File: src/rtl/esp_pkg.sv
// Constants and state types for the trigger, power-save and clock-select logic.
package esp_pkg;
   // Clock rates.
   localparam int CLK_HZ = 125_000_000;
   localparam int SLOW_HZ = 32_768;
   localparam int INT_DIV_CYC = (CLK_HZ + SLOW_HZ / 2) / SLOW_HZ;
   localparam int DET_MIN_HZ = 15_000;
   localparam int DET_LIMIT_CYC = CLK_HZ / DET_MIN_HZ;
   // Engine tick counts.
   localparam int INSTR_TICKS = 16;
   localparam logic [3:0] INSTR_LAST = 4'(INSTR_TICKS - 1);
   localparam int PIN_MIN_TICKS = 2;
   localparam int DRIVE_TICKS = 3;
   localparam int PS_SHORT_MS = 50;
   localparam int PS_LONG_MS = 80;
   localparam int PS_SHORT_TICKS = PS_SHORT_MS * SLOW_HZ / 1000;
   localparam int PS_LONG_TICKS = PS_LONG_MS * SLOW_HZ / 1000;
   // Register map and fields.
   localparam logic [7:0] CFG_ADDR = 8'h08;
   localparam logic [7:0] STATUS_ADDR = 8'h0c;
   localparam logic [7:0] CFG_RESET = 8'h00;
   localparam int CFG_PS_BIT = 5;
   localparam int CFG_DET_BIT = 1;
   localparam int CFG_CLK_LSB = 0;
   localparam logic [1:0] CLK_SEL_PIN = 2'h0;
   localparam logic [1:0] CLK_SEL_AUTO = 2'h2;
   // Channel operation modes.
   localparam logic [1:0] MODE_OFF = 2'h0;
   localparam logic [1:0] MODE_LOAD = 2'h1;
   localparam logic [1:0] MODE_DIRECT = 2'h3;
   // Instruction fields.
   localparam logic [2:0] OP_TRIG = 3'h7;
   localparam logic [2:0] OP_END = 3'h6;
   localparam logic [6:0] OP_SET_PWM = 7'h40;
   localparam int WAIT_LSB = 7;
   localparam int SEND_LSB = 1;
   localparam int PRESCALE_BIT = 14;
   localparam int END_RESET_BIT = 11;
   localparam int OFFCHIP_SYNC_BIT = 5;
   localparam logic [5:0] TRIG_VALID = 6'h27;
   typedef enum logic [1:0] {ST_IDLE, ST_SEND, ST_WAIT} esp_state_e;
   typedef struct packed {
      logic [7:0] cfg;
      logic [11:0] div_cnt;
      logic clk_prev;
      logic [13:0] det_cnt;
      logic slow_ok;
      logic in_use;
      logic tick;
      logic trig_s1;
      logic trig_s2;
      logic [1:0] low_cnt;
      logic drv_on;
      logic [1:0] drv_cnt;
      esp_state_e [2:0] st;
      logic [2:0][3:0] cnt;
      logic [2:0][5:0] lat;
      logic [2:0] qual;
      logic [2:0] done;
      logic ps;
      logic wake;
   } esp_reg_s;
endpackage

File: src/rtl/esp_core.sv
// Trigger sync, automatic power-save decision and engine clock selection.
`timescale 1ns/1ns
`default_nettype none
// How it works
// RL1: send sixteen ticks, wait at least sixteen
// RL2: each channel latches incoming triggers until used
// RL3: wait clears latched triggers only on match
// RL4: wait stalls until all selected triggers arrive
// RL5: pin low pulse needs two ticks
// RL6: sent pin pulse lasts exactly three ticks
// RL7: trigger line is active low
// RL8: own pin pulse is never recognised
// RL9: pin send completes before pin wait
// RL10: wait mask 12..7, send mask 6..1
// RL11: top bits 111 mark trigger instruction
// RL12: power save needs enable bit set
// RL13: engines keep running during power save
// RL14: all three channels must qualify together
// RL15: mode decides each channel's power-save condition
// RL16: wait qualifies when idle and long enough
// RL17: ramp qualifies at zero with time left
// RL18: trigger wait and end instruction qualify
// RL19: set-PWM zero qualifies before long wait
// RL20: needed PWM activity launches wake-up
// RL21: clock-source field picks pin, internal, auto
// RL22: detector drops clocks below 15 kHz
// RL23: in-use bit shows detected pin clock
// RL24: trigger pin synchronised before counting
// RL25: trigger pin driven open-drain
module esp_core import esp_pkg::*; #(
   parameter int DET_LIMIT = DET_LIMIT_CYC
) (
   // Clock and reset.
   input wire logic clock,
   input wire logic reset_n,
   // Configuration register and status bit.
   input wire logic cfg_wr,
   input wire logic [7:0] cfg_wdata,
   output logic [7:0] cfg_rdata,
   output logic external_clock_in_use,
   // Slow clock pin.
   input wire logic slow_clock_input,
   // Shared trigger line.
   input wire logic trig_in,
   output logic trig_out,
   output logic trig_oe,
   // Channel engines.
   input wire logic [2:0] ins_start,
   input wire logic [2:0][15:0] ins_word,
   output logic [2:0] ins_done,
   input wire logic [2:0][1:0] ch_mode,
   input wire logic [2:0] pwm_active,
   input wire logic [2:0] pwm_zero,
   input wire logic [2:0][21:0] time_left,
   input wire logic [2:0][21:0] next_wait,
   // Engine timing and power.
   output logic engine_tick,
   output logic power_save,
   output logic wake_up
);
   esp_reg_s s;
   esp_reg_s n;
   logic pin_seen;
   logic [2:0][5:0] setb;
   logic [2:0][5:0] clrb;

   // Power-save threshold in ticks depends on the prescale bit.
   function automatic logic [21:0] ps_limit(input logic pre);
      ps_limit = pre ? 22'(PS_LONG_TICKS) : 22'(PS_SHORT_TICKS);
   endfunction

   // Mask field of a trigger instruction with the unused bits removed.
   function automatic logic [5:0] trig_mask(input logic [15:0] w, input int lsb);
      trig_mask = w[lsb +: 6] & TRIG_VALID;
   endfunction

   // Next-state logic for the whole block.
   always_comb begin
      logic edge_in;
      logic use_pin;
      logic int_tick;
      logic [5:0] wm;
      logic [5:0] sm;
      logic [15:0] w;
      logic q;
      edge_in = 1'b0;
      use_pin = 1'b0;
      int_tick = 1'b0;
      wm = 6'h00;
      sm = 6'h00;
      w = 16'h0000;
      q = 1'b0;
      n = s;
      n.done = 3'h0;
      pin_seen = 1'b0;
      setb = '0;
      clrb = '0;
      if (cfg_wr) begin
         n.cfg = cfg_wdata;
      end
      // RL13 internal oscillator
      // The divider never stops, so engines stay timed during power save.
      int_tick = (s.div_cnt == 12'(INT_DIV_CYC - 1));
      n.div_cnt = int_tick ? 12'h000 : s.div_cnt + 12'h001;
      // RL22 pin clock detector
      // Stuck pins give no edges, so they time out like a slow clock.
      n.clk_prev = slow_clock_input;
      edge_in = slow_clock_input & ~s.clk_prev;
      if (edge_in) begin
         n.det_cnt = 14'h0000;
         n.slow_ok = 1'b1;
      end else if (s.det_cnt == 14'(DET_LIMIT - 1)) begin
         n.slow_ok = 1'b0;
      end else begin
         n.det_cnt = s.det_cnt + 14'h0001;
      end
      // RL23 in-use status
      n.in_use = s.cfg[CFG_DET_BIT] & s.slow_ok;
      // RL21 clock source select
      case (s.cfg[CFG_DET_BIT:CFG_CLK_LSB])
         CLK_SEL_PIN: use_pin = 1'b1;
         CLK_SEL_AUTO: use_pin = s.slow_ok;
         default: use_pin = 1'b0;
      endcase
      n.tick = use_pin ? edge_in : int_tick;
      // RL24 line synchroniser
      n.trig_s1 = trig_in;
      n.trig_s2 = s.trig_s1;
      // RL8 own pulse masked
      // RL5 low-duration filter
      // RL7 low means trigger present
      if (s.drv_on | s.trig_s2) begin
         n.low_cnt = 2'h0;
      end else if (s.tick && s.low_cnt != 2'(PIN_MIN_TICKS)) begin
         n.low_cnt = s.low_cnt + 2'h1;
         pin_seen = (s.low_cnt == 2'(PIN_MIN_TICKS - 1));
      end
      // RL6 three-tick drive
      if (s.drv_on && s.tick) begin
         if (s.drv_cnt == 2'(DRIVE_TICKS - 1)) begin
            n.drv_on = 1'b0;
         end else begin
            n.drv_cnt = s.drv_cnt + 2'h1;
         end
      end
      // Per-channel trigger sequencer.
      for (int c = 0; c < 3; c++) begin
         // RL10 mask fields
         wm = trig_mask(ins_word[c], WAIT_LSB);
         sm = trig_mask(ins_word[c], SEND_LSB);
         case (s.st[c])
            ST_IDLE: begin
               // RL11 trigger decode
               if (ins_start[c] && ins_word[c][15:13] == OP_TRIG) begin
                  n.cnt[c] = 4'h0;
                  n.st[c] = (sm == 6'h00 && wm != 6'h00) ? ST_WAIT : ST_SEND;
               end
            end
            ST_SEND: begin
               if (s.tick) begin
                  // Sends go out on the first tick so the pin pulse is tick-aligned.
                  if (s.cnt[c] == 4'h0) begin
                     for (int d = 0; d < 3; d++) begin
                        setb[d][c] = sm[d];
                     end
                     if (sm[OFFCHIP_SYNC_BIT]) begin
                        n.drv_on = 1'b1;
                        n.drv_cnt = 2'h0;
                     end
                  end
                  // RL1 send length
                  // RL9 send before wait
                  if (s.cnt[c] == INSTR_LAST) begin
                     n.cnt[c] = 4'h0;
                     n.st[c] = (wm == 6'h00) ? ST_IDLE : ST_WAIT;
                     n.done[c] = (wm == 6'h00);
                  end else begin
                     n.cnt[c] = s.cnt[c] + 4'h1;
                  end
               end
            end
            ST_WAIT: begin
               if (s.tick) begin
                  // RL4 stall until all arrive
                  // RL3 clear on match
                  if (s.cnt[c] != INSTR_LAST) begin
                     n.cnt[c] = s.cnt[c] + 4'h1;
                  end else if ((s.lat[c] & wm) == wm) begin
                     clrb[c] = wm;
                     n.st[c] = ST_IDLE;
                     n.done[c] = 1'b1;
                  end
               end
            end
            default: n.st[c] = ST_IDLE;
         endcase
      end
      // RL2 latch until consumed
      // A trigger landing in the clearing cycle survives: set wins.
      for (int c = 0; c < 3; c++) begin
         n.lat[c] = (s.lat[c] & ~clrb[c]) | setb[c] | {pin_seen, 5'h00};
      end
      // RL15 per-mode condition
      for (int c = 0; c < 3; c++) begin
         w = ins_word[c];
         case (ch_mode[c])
            MODE_OFF: q = 1'b1;
            MODE_LOAD: q = 1'b0;
            MODE_DIRECT: q = ~pwm_active[c];
            default: begin
               q = s.qual[c];
               if (s.st[c] == ST_WAIT) begin
                  // RL18 trigger wait
                  q = ~pwm_active[c];
               end else if (w[15:13] == OP_END) begin
                  // RL18 end instruction
                  q = ~pwm_active[c] | w[END_RESET_BIT];
               end else if (!w[15] && w[13:8] != 6'h00) begin
                  if (w[6:0] == 7'h00) begin
                     // RL16 wait look-ahead
                     q = ~pwm_active[c] && time_left[c] > ps_limit(w[PRESCALE_BIT]);
                  end else begin
                     // RL17 ramp look-ahead
                     q = pwm_zero[c] && time_left[c] > ps_limit(w[PRESCALE_BIT]);
                  end
               end else if (!w[15] && w[14:8] == OP_SET_PWM) begin
                  // RL19 set-PWM look-ahead
                  q = w[7:0] == 8'h00 && next_wait[c] >= 22'(PS_SHORT_TICKS);
               end
            end
         endcase
         n.qual[c] = q;
      end
      // RL12 enable gate
      // RL14 all channels agree
      n.ps = s.cfg[CFG_PS_BIT] & (&n.qual);
      // RL20 wake-up launch
      n.wake = s.ps & ~n.ps & s.cfg[CFG_PS_BIT];
   end

   // State register; the line samples reset high so no false trigger appears.
   always_ff @(posedge clock or negedge reset_n) begin
      if (!reset_n) begin
         s <= '0;
         s.cfg <= CFG_RESET;
         s.trig_s1 <= 1'b1;
         s.trig_s2 <= 1'b1;
      end else begin
         s <= n;
      end
   end

   // Outputs come straight from the state register, except trig_out, which is tied low.
   assign cfg_rdata = s.cfg;
   assign external_clock_in_use = s.in_use;
   // RL25 open-drain drive
   assign trig_out = 1'b0;
   assign trig_oe = s.drv_on;
   assign engine_tick = s.tick;
   assign power_save = s.ps;
   assign wake_up = s.wake;
   assign ins_done = s.done;

   for (genvar c = 0; c < 3; c++) begin : g_chk

   end
endmodule
`default_nettype wire

File: config.mk
export PLATFORM = sky130hd
export DESIGN_NAME = esp_core
export DESIGN_NICKNAME = d
export VERILOG_FILES = /design/src/rtl/esp_pkg.sv /design/src/rtl/esp_core.sv
export SDC_FILE = /design/constraint.sdc
export NUM_CORES = 1
export LEC_CHECK = 0
export ABC_AREA = 1
export BUFFER_PORTS_ARGS = -buffer_cell sky130_fd_sc_hd__buf_2
export CAP_MARGIN = 10
export CORE_MARGIN = 2
export CORE_UTILIZATION = 35
export CTS_BUF_LIST = sky130_fd_sc_hd__clkbuf_4 sky130_fd_sc_hd__clkbuf_8 sky130_fd_sc_hd__clkbuf_16
export DETAILED_ROUTE_END_ITERATION = 8
export GPL_TIMING_DRIVEN = 0
export PLACE_DENSITY_LB_ADDON = 0.3
export SETUP_SLACK_MARGIN = 0.02
export SKIP_CTS_REPAIR_TIMING = 1
export SLEW_MARGIN = 5
export SYNTH_ARGS = -nofsm -noshare
export SYNTH_HDL_FRONTEND = slang
export SYNTH_SLANG_ARGS = --single-unit
File: constraint.sdc
create_clock -name clock -period 1.75 [get_ports clock]
set_input_delay 0.35 -clock clock [delete_from_list [all_inputs] [get_ports clock]]
set_output_delay 0.35 -clock clock [all_outputs]
set_load 0.01 [all_outputs]
Word-level counts from Yosys, hierarchy flattened. Cells that the tools add are included.

Reduce and logical (&&, ||, !) cells: 66. Multiplexer cells: 147. Equality and inequality tests: 58. Shift operators: 0. $lt $le $gt $ge: 6. Divide/modulo/power cells: 0. Bitwise operators: 29. $add $sub $neg: 7. Multipliers: 0.

Operator list (number): 6-bit 2-to-1 mux (12); 22-bit by 11-bit greater-or-equal comparator with 1-bit output, second input constant (3); 22-bit by 12-bit greater-than comparator with 1-bit output (3); 1-bit 2-to-1 mux (62); 4-bit 2-to-1 mux (15); 2-bit 2-to-1 mux (26); 12-bit 2-to-1 mux (4); 2-bit inequality test, second input constant (23); 6-bit bitwise AND (6); 6-bit zero test (6); 3-bit 2-to-1 mux (12); 4-bit one-hot mux with 3 select lines (3); 6-bit nonzero test (6); 8-bit zero test (3); 1-bit logical AND (23); 7-bit == test, second input constant (3); 7-bit zero test (3); 3-bit == test, second input constant (6); 6-bit == test (3); 6-bit inverter (3); 6-bit by 3-bit OR with 6-bit output (3); 6-bit OR (3); 2-bit one-hot mux with 3 select lines (3); 6-bit AND reduction (3); 25 further kinds (76).

Memories kept: 0. Latch bits: 0. Memory bits (writable): 0. Flip-flop bits (word level): 89. Logic and storage cells: 338. Bits of input ports: 208. Bits in read-only memories: 0.

Longest topological paths before layout. Gate-level depths: netlist of the first run.

Word-level depth: 15. Depth in mapped cells: 16. Gate-level depth less buffers: 16.

Worst setup path after synthesis of the first run. OpenSTA, ideal clock, no wires.

Path kind: input-to-reg. Start: input port ins_word[46] in the netlist's numbering. End: register s, in the netlist wake_up. Buffers on the path: 0. Cell stages on the path: 15. Library setup time: 116 ps. Required time: 1634 ps. Data arrival time: 1544 ps. Slack: 90 ps. Path through: inv_1 -> ha_1 -> nand2_1 -> nor2_1 -> nand2_1 -> nand2_1 -> nand3_1 -> nand2_1 -> nand3_1 -> nand2_1 -> nand2_1 -> a21oi_2 -> nand2_1 -> nor2_2 -> nor2_1.

RTL lines: start: declaration (line esp_core.sv:49) `input wire logic [2:0][15:0] ins_word,`; end signal: assignment (line esp_core.sv:249) `s <= n;`; end: declaration (line esp_core.sv:61) `esp_reg_s s;`.

Final worst setup path of the first run.
Start: register s[41] in the netlist's numbering. End: register s[41] in the netlist's numbering.

Cells in the longest elaborated chain, start to end: 3. Elaborated cells between the ends (all ways): 11. Those cells by class: eq/ne: 8; mux: 1; reduce/logical: 2.

Ends and longest elaborated chain: 2-bit == test (tied with other cells) (line esp_core.sv:151) `case (s.st[c])`; 2-bit inequality test (no source line); 6-bit AND reduction (no source line).

Several ways; a longest one is shown, not always the timed one. A chain may end at the register's enable or synchronous reset.

==> run metrics, run 1 <==
run status=finished, final reports clean; Setup WS post-layout=0.0764 ns; worst vdd ir=497 uV; core area=16600 um2; M2 GR Usage=0.306; ANT cells=0; Lkg Pwr=4.20 nW; worst reg-to-reg setup slack=0.08 ns; syn_nets=1093; die outline width=135 um; vias per cell=4.64; Ports=225; Seq/Total Area, Yosys=0.348; drt drc=0; met1 Use GR=0.201; hold wc startpoint=trig_in; Synth Area in Simple Gates=0.299; Starting Density=0.359; mapped cell area=5970 um2; Root Buffer=clkbuf_16; Synth cell types=51; port bufs=219; CP Data Arrival Time=1.89 ns; post-synth top area cell=dfrtp_1; Max-slew headroom=0.539; Critical Path Start Type=flip-flop; initial antenna violation count=0; worst r2r dst=s[41]$_DFFE_PN0P_; Core Rows=47; Final period util=0.956; DIE HEIGHT=135 um; WHS Path Cells=1; Total Wirelength=16.0 mm; setup TNS=0 ns; Peak Freq=598 MHz; GR peak layer=met2; synthesized flop and latch total=83; Die Area=18100 um2; max-slew violations=0; total track usage=0.171; Clock Tree Buf Depth=2; routed vias=6105; Pwr Density=892 nW/um2; DR iter-0 viols=252; Hold EP=n[49]$_DFF_PN1_; Detailed Routing Iterations Pass 1=4; antenna-violating nets left=0; Slew @ Worst Pin=0.689 ns; Gate Count Post-Synth=838; Synth Flop Type=dfrtp_1; Sink Count=83; placer's final routability congestion estimate=0.855; DP Worst Slack=-0.425 ns; share of cells above drive strength 1=0.321; max-cap check violation count=0; met3 Use GR=0.0402; FF-to-FF path depth=7; GRT Residual Overflow=0; CP Class=reg -> reg; number of global-route vias before repair=5789; unrepaired setup endpoints after global routing=true; final hold violations=0; compound-gate portion of the synthesized area=0.120; crit path max fanout=4; setup violators final=0; number of synthesized flops with an enable pin=0; dominant cells by area after synthesis=dfrtp_1 (34%), nand2_1 (11%), ha_1 (9.9%), inv_1 (8.7%), nor2_1 (7.0%); Layout Nets=1345; CTS tree=built; Worst Hold Class=in -> reg; most common cell after layout, fill and taps aside=buf_2; largest family of logic cells by synthesized area=simple AND/OR/NAND/NOR gates; Ys Warns=0; worst-skew pair later-pin latency=0.34 ns; Layout area overhead=35.8%; most frequent cells in the layout=buf_2 (215), nand2_1 (178), inv_1 (131); pin count of the biggest net entering global routing=65; Final min period=1.67 ns; adder-cell share of the synthesized area=0.0985; reg2reg start=s[41]$_DFFE_PN0P_; HPWL after DPL=12.8 mm; hold slack=0.111 ns; FFs w/ async S/R, synth=1.00; xor-xnor portion of the synthesized cell area=0.00734; crit end category=flip-flop; Post-Route Skew=0.00635 ns; Mean Syn Cell Area=7.12 um2; H-tree levels=3; top cell type's share of synthesized area=0.340; Crit path required time=1.97 ns; mux share of post-synthesis cell area=0.0132; Clock Pin Slew Worst Setup and Hold Paths=0.06 ns; WL/cell=12.2 um; first-pass GRT wire length=25.2 mm; CTS buffer count=9
==> how the worst max path moves through the flow <==
stage	endpoint	depth (start not counted)	startpoint	slack [ns]
final	s[41]$_DFFE_PN0P_	7	s[41]$_DFFE_PN0P_	0.08
after floorplan	wake_up$_DFF_PN0_	15	ins_word[46]	0.09
after global placement	wake_up$_DFF_PN0_	16	ins_word[14]	-0.42
after CTS	s[44]$_DFF_PN0_	6	engine_tick$_DFF_PN0_	-0.17
after detailed placement	wake_up$_DFF_PN0_	16	ins_word[14]	-0.43
after global routing	wake_up$_DFF_PN0_	17	ins_word[14]	-0.06
==> flip-flops by register name, summed over array words and instances, names as in the netlist <==
register               flops
engine_tick                1
s                         66
external_clock_in_use      1
wake_up                    1
power_save                 1
cfg_rdata                  8
n                          1
trig_oe                    1
ins_done                   3
==> power breakdown <==
group	total, mW	switching (mW)	internal, mW
combinational	2.74	1.53	1.21
sequential	2.51	0.249	2.26
clock	1.99	0.718	1.27
==> cell usage after synthesis, types with 3 or more instances <==
| library cell | instances |
|---|---|
| o211ai_1 | 3 |
| nor4_1 | 3 |
| nor3_1 | 19 |
| dfrtp_1 | 81 |
| o21ai_1 | 5 |
| nand4_1 | 17 |
| a21oi_1 | 38 |
| nand2_1 | 181 |
| inv_2 | 11 |
| nor3_2 | 5 |
| ha_1 | 47 |
| a211oi_1 | 6 |
| o21ai_0 | 40 |
| o22ai_1 | 11 |
| a31oi_1 | 5 |
| nor2_1 | 112 |
| inv_1 | 139 |
| clkinv_1 | 3 |
| xor2_1 | 5 |
| mux2_2 | 6 |
| nand2_2 | 4 |
| nand3_1 | 43 |
| o31ai_1 | 3 |
| nor2_2 | 5 |
| buf_4 | 12 |
==> routing by layer <==
metal	wire (um)	share of wire
met1	6870	0.43
met2	8050	0.50
met3	833	0.052
met4	294	0.018
met5	0	0
==> cells by family after synthesis <==
logic type | Yosys count
AO/OA/AOI/OAI | 124
XOR/XNOR | 5
adder cells (fa/ha/maj) | 47
buffers and inverters | 167
flip-flops | 83
multiplexers | 7
other | 1
AND/OR/NAND/NOR | 404
==> critical path, stage by stage, from the launching register on <==
cell and delay (ns):
dfrtp_2 0.41, inv_1 0.07, ha_1 0.19, inv_1 0.10, nand2_1 0.10, a21oi_2 0.18
o211ai_1 0.17, mux2_1 0.35
==> final cells by class <==
| type | instances | area (um2) |
|---|---|---|
| well taps | 220 | 275 |
| repair buffers | 241 | 1300 |
| clock buffers | 15 | 289 |
| plain buffers | 14 | 101 |
| flip-flops and latches | 83 | 2080 |
| multi-input cells | 588 | 3440 |
| fillers | 1700 | 8540 |
| clock inverters | 1 | 30.0 |
| inverters | 153 | 582 |
==> through the flow <==
stage / instance area [um2] / power [mW] / utilization / std cells
after floorplan: 5970 / 4.00 / - / 838
after global placement: 7340 / 4.73 / 0.441 / 1277
after detailed placement: 7370 / 4.78 / 0.443 / 1278
after CTS: 7690 / 6.83 / 0.462 / 1294
after global routing: 8100 / 7.79 / 0.487 / 1315
final: 8100 / 7.23 / 0.487 / 1315
Power figures use the tool's default switching activity.
==> run 2: changes to the inputs <==
==> constraint.sdc (replaced) <==
create_clock -name clock -period 1.75 [get_ports clock]
set_input_delay 0.0875 -clock clock [delete_from_list [all_inputs] [get_ports clock]]
set_output_delay 0.0875 -clock clock [all_outputs]
set_load 0.01 [all_outputs]
==> run metrics, run 2 (synthesis results as in run 1) <==
run status=finished with violations; violated checks=negative hold slack; Die Area=18100 um2 (unchanged); CP Data Arrival Time=1.89 ns (about the same); Clock Pin Slew Worst Setup and Hold Paths=0.06 ns (about the same); hold wc startpoint=ins_word[33]; Setup WS post-layout=0.0800 ns (+0.00363 ns); DR iter-0 viols=222 (-12%); most common cell after layout, fill and taps aside=buf_2; CP Class=reg -> reg; GRT Residual Overflow=0 (unchanged); fill cell count=1690 (-0.59%); critical path's largest stage delay=0.41 ns (about the same); number of flip-flops in the largest register=66 (unchanged); crit path cell chain=inv_1, ha_1, inv_1, nand2_1, a21oi_2, o211ai_1, mux2_1; Post-Route Skew=0.00675 ns (+0.000397 ns); HPWL after DPL=12.8 mm (unchanged); placer's final routability congestion estimate=0.855 (unchanged); Largest Register=s; Slew @ Worst Pin=0.660 ns (-0.0286 ns); CTS buffer count=9 (unchanged); worst vdd ir=498 uV (+0.22%); Cell Area, Placed=7370 um2 (unchanged); Core Rows=47 (unchanged); crit path max fanout=4 (unchanged); setup violators final=0 (unchanged); DP Worst Slack=-0.163 ns (+0.262 ns); Sink Count=83 (unchanged); Max-slew headroom=0.558 (+0.0191); worst-skew pair later-pin latency=0.34 ns (about the same); H-tree levels=3 (unchanged); critical path's top delay family=flip-flops; Root Buffer=clkbuf_16; number of global-route vias before repair=5789 (unchanged); antenna-violating nets left=0 (unchanged); vias per cell=4.62 (-0.50%); WL/cell=12.1 um (-0.74%); Layout Nets=1356 (+0.82%); CP bufs+invs=2 (unchanged); hold slack=-0.0204 ns (-0.132 ns); port bufs=219 (unchanged); crit end category=flip-flop; final hold violations=3 (+3); Peak Freq=599 MHz (+0.22%); Total Wirelength=16.1 mm (about the same); Starting Density=0.359 (unchanged); initial antenna violation count=0 (unchanged); most frequent CP cell=inv_1; max-cap check violation count=0 (unchanged); setup TNS=0 ns (unchanged); Crit path required time=1.97 ns (about the same); Tot Pwr=7.24 mW (+0.11%); Detailed Routing Iterations Pass 1=4 (unchanged); Ports=225 (unchanged); Clock Tree Buf Depth=2 (unchanged); Worst Hold Class=in -> reg; unrepaired setup endpoints after global routing=true; DIE HEIGHT=135 um (unchanged); total track usage=0.171 (unchanged); post-layout util=0.489 (+0.00165); drt drc=0 (unchanged); routed vias=6125 (+0.33%); Final period util=0.954 (-0.00207); Final min period=1.67 ns (-0.00363 ns); Lkg Pwr=4.23 nW (+0.86%); ANT cells=0 (unchanged); finished layout cell area=8130 um2 (+0.34%); first-pass GRT wire length=25.2 mm (unchanged); die outline width=135 um (unchanged); core area=16600 um2 (unchanged); CTS tree=built; reg2reg start=s[41]$_DFFE_PN0P_; Critical Path Source=s[41]$_DFFE_PN0P_; Layout area overhead=36.2%; pin count of the biggest net entering global routing=65 (unchanged); Pwr Density=890 nW/um2 (-0.23%); max-slew violations=0 (unchanged); most frequent cells in the layout=buf_2 (218), nand2_1 (178), inv_1 (131); Critical Path Start Type=flip-flop; highest-delay cell along the critical path=dfrtp_2; share of cells above drive strength 1=0.312 (-0.00953)
## run 2: cell count changes in the layout (fill, tap and decap cells not counted), moves of 3 or more
cell	delta
inv_4	-3
dlygate4sd3_1	+12
ha_4	-4
ha_1	+4
inv_2	+3
buf_2	+3
## run 2: power by group
part           switching, mW  total, mW  leakage, nW  internal [mW]
clock network          0.724       1.99        0.160           1.27
registers              0.252       2.51         1.03           2.26
logic                   1.52       2.74         3.05           1.21
## run 2: metal layers
metal / vias up / global-route usage / part of all wire
li1: 3221 / - / -
met1: 2746 / 0.201 / 0.43
met2: 141 / 0.306 / 0.50
met3: 17 / 0.0402 / 0.053
met4: 0 / 0.0596 / 0.017
met5: - / 0 / 0
## run 2: final timing paths
check                                    end  slack, ns  cells past startpoint
setup / recovery           s[41]$_DFFE_PN0P_       0.08                      7
hold / removal               s[10]$_DFF_PN0_      -0.02                      3
setup reg to reg           s[41]$_DFFE_PN0P_       0.08                      7
hold reg to reg              s[49]$_DFF_PN1_       0.36                      0
max in group asynchronous  s[41]$_DFFE_PN0P_       0.95                      3
min in group asynchronous  s[55]$_DFFE_PN0P_       0.18                      2
## run 2: worst register-to-register path: cells and delay by family, from the launching register on
kind	cells	cell delay (ns)
multiplexers	1	0.35
buffers and inverters	2	0.17
AO/OA/AOI/OAI	2	0.34
adder cells (fa/ha/maj)	1	0.19
AND/OR/NAND/NOR	1	0.10
flip-flops	1	0.41
## run 2: stage by stage
| step | std cells | hold slack (ns) |
|---|---|---|
| final | 1326 | -0.0204 |
| after global routing | 1326 | 0.00287 |
| after CTS | 1294 | -0.375 |
| after detailed placement | 1278 | -0.00312 |
| after global placement | 1277 | 0.195 |
| after floorplan | 838 | -0.208 |
## run 2: layout make-up
class / instances / area, um2 / share of cell area
multi-input cells: 588 / 3380 / 0.416
well taps: 220 / 275 / 0.0339
clock buffers: 15 / 289 / 0.0355
plain buffers: 14 / 101 / 0.0125
flip-flops and latches: 83 / 2080 / 0.256
inverters: 153 / 574 / 0.0706
repair buffers: 252 / 1400 / 0.172
clock inverters: 1 / 30.0 / 0.00369
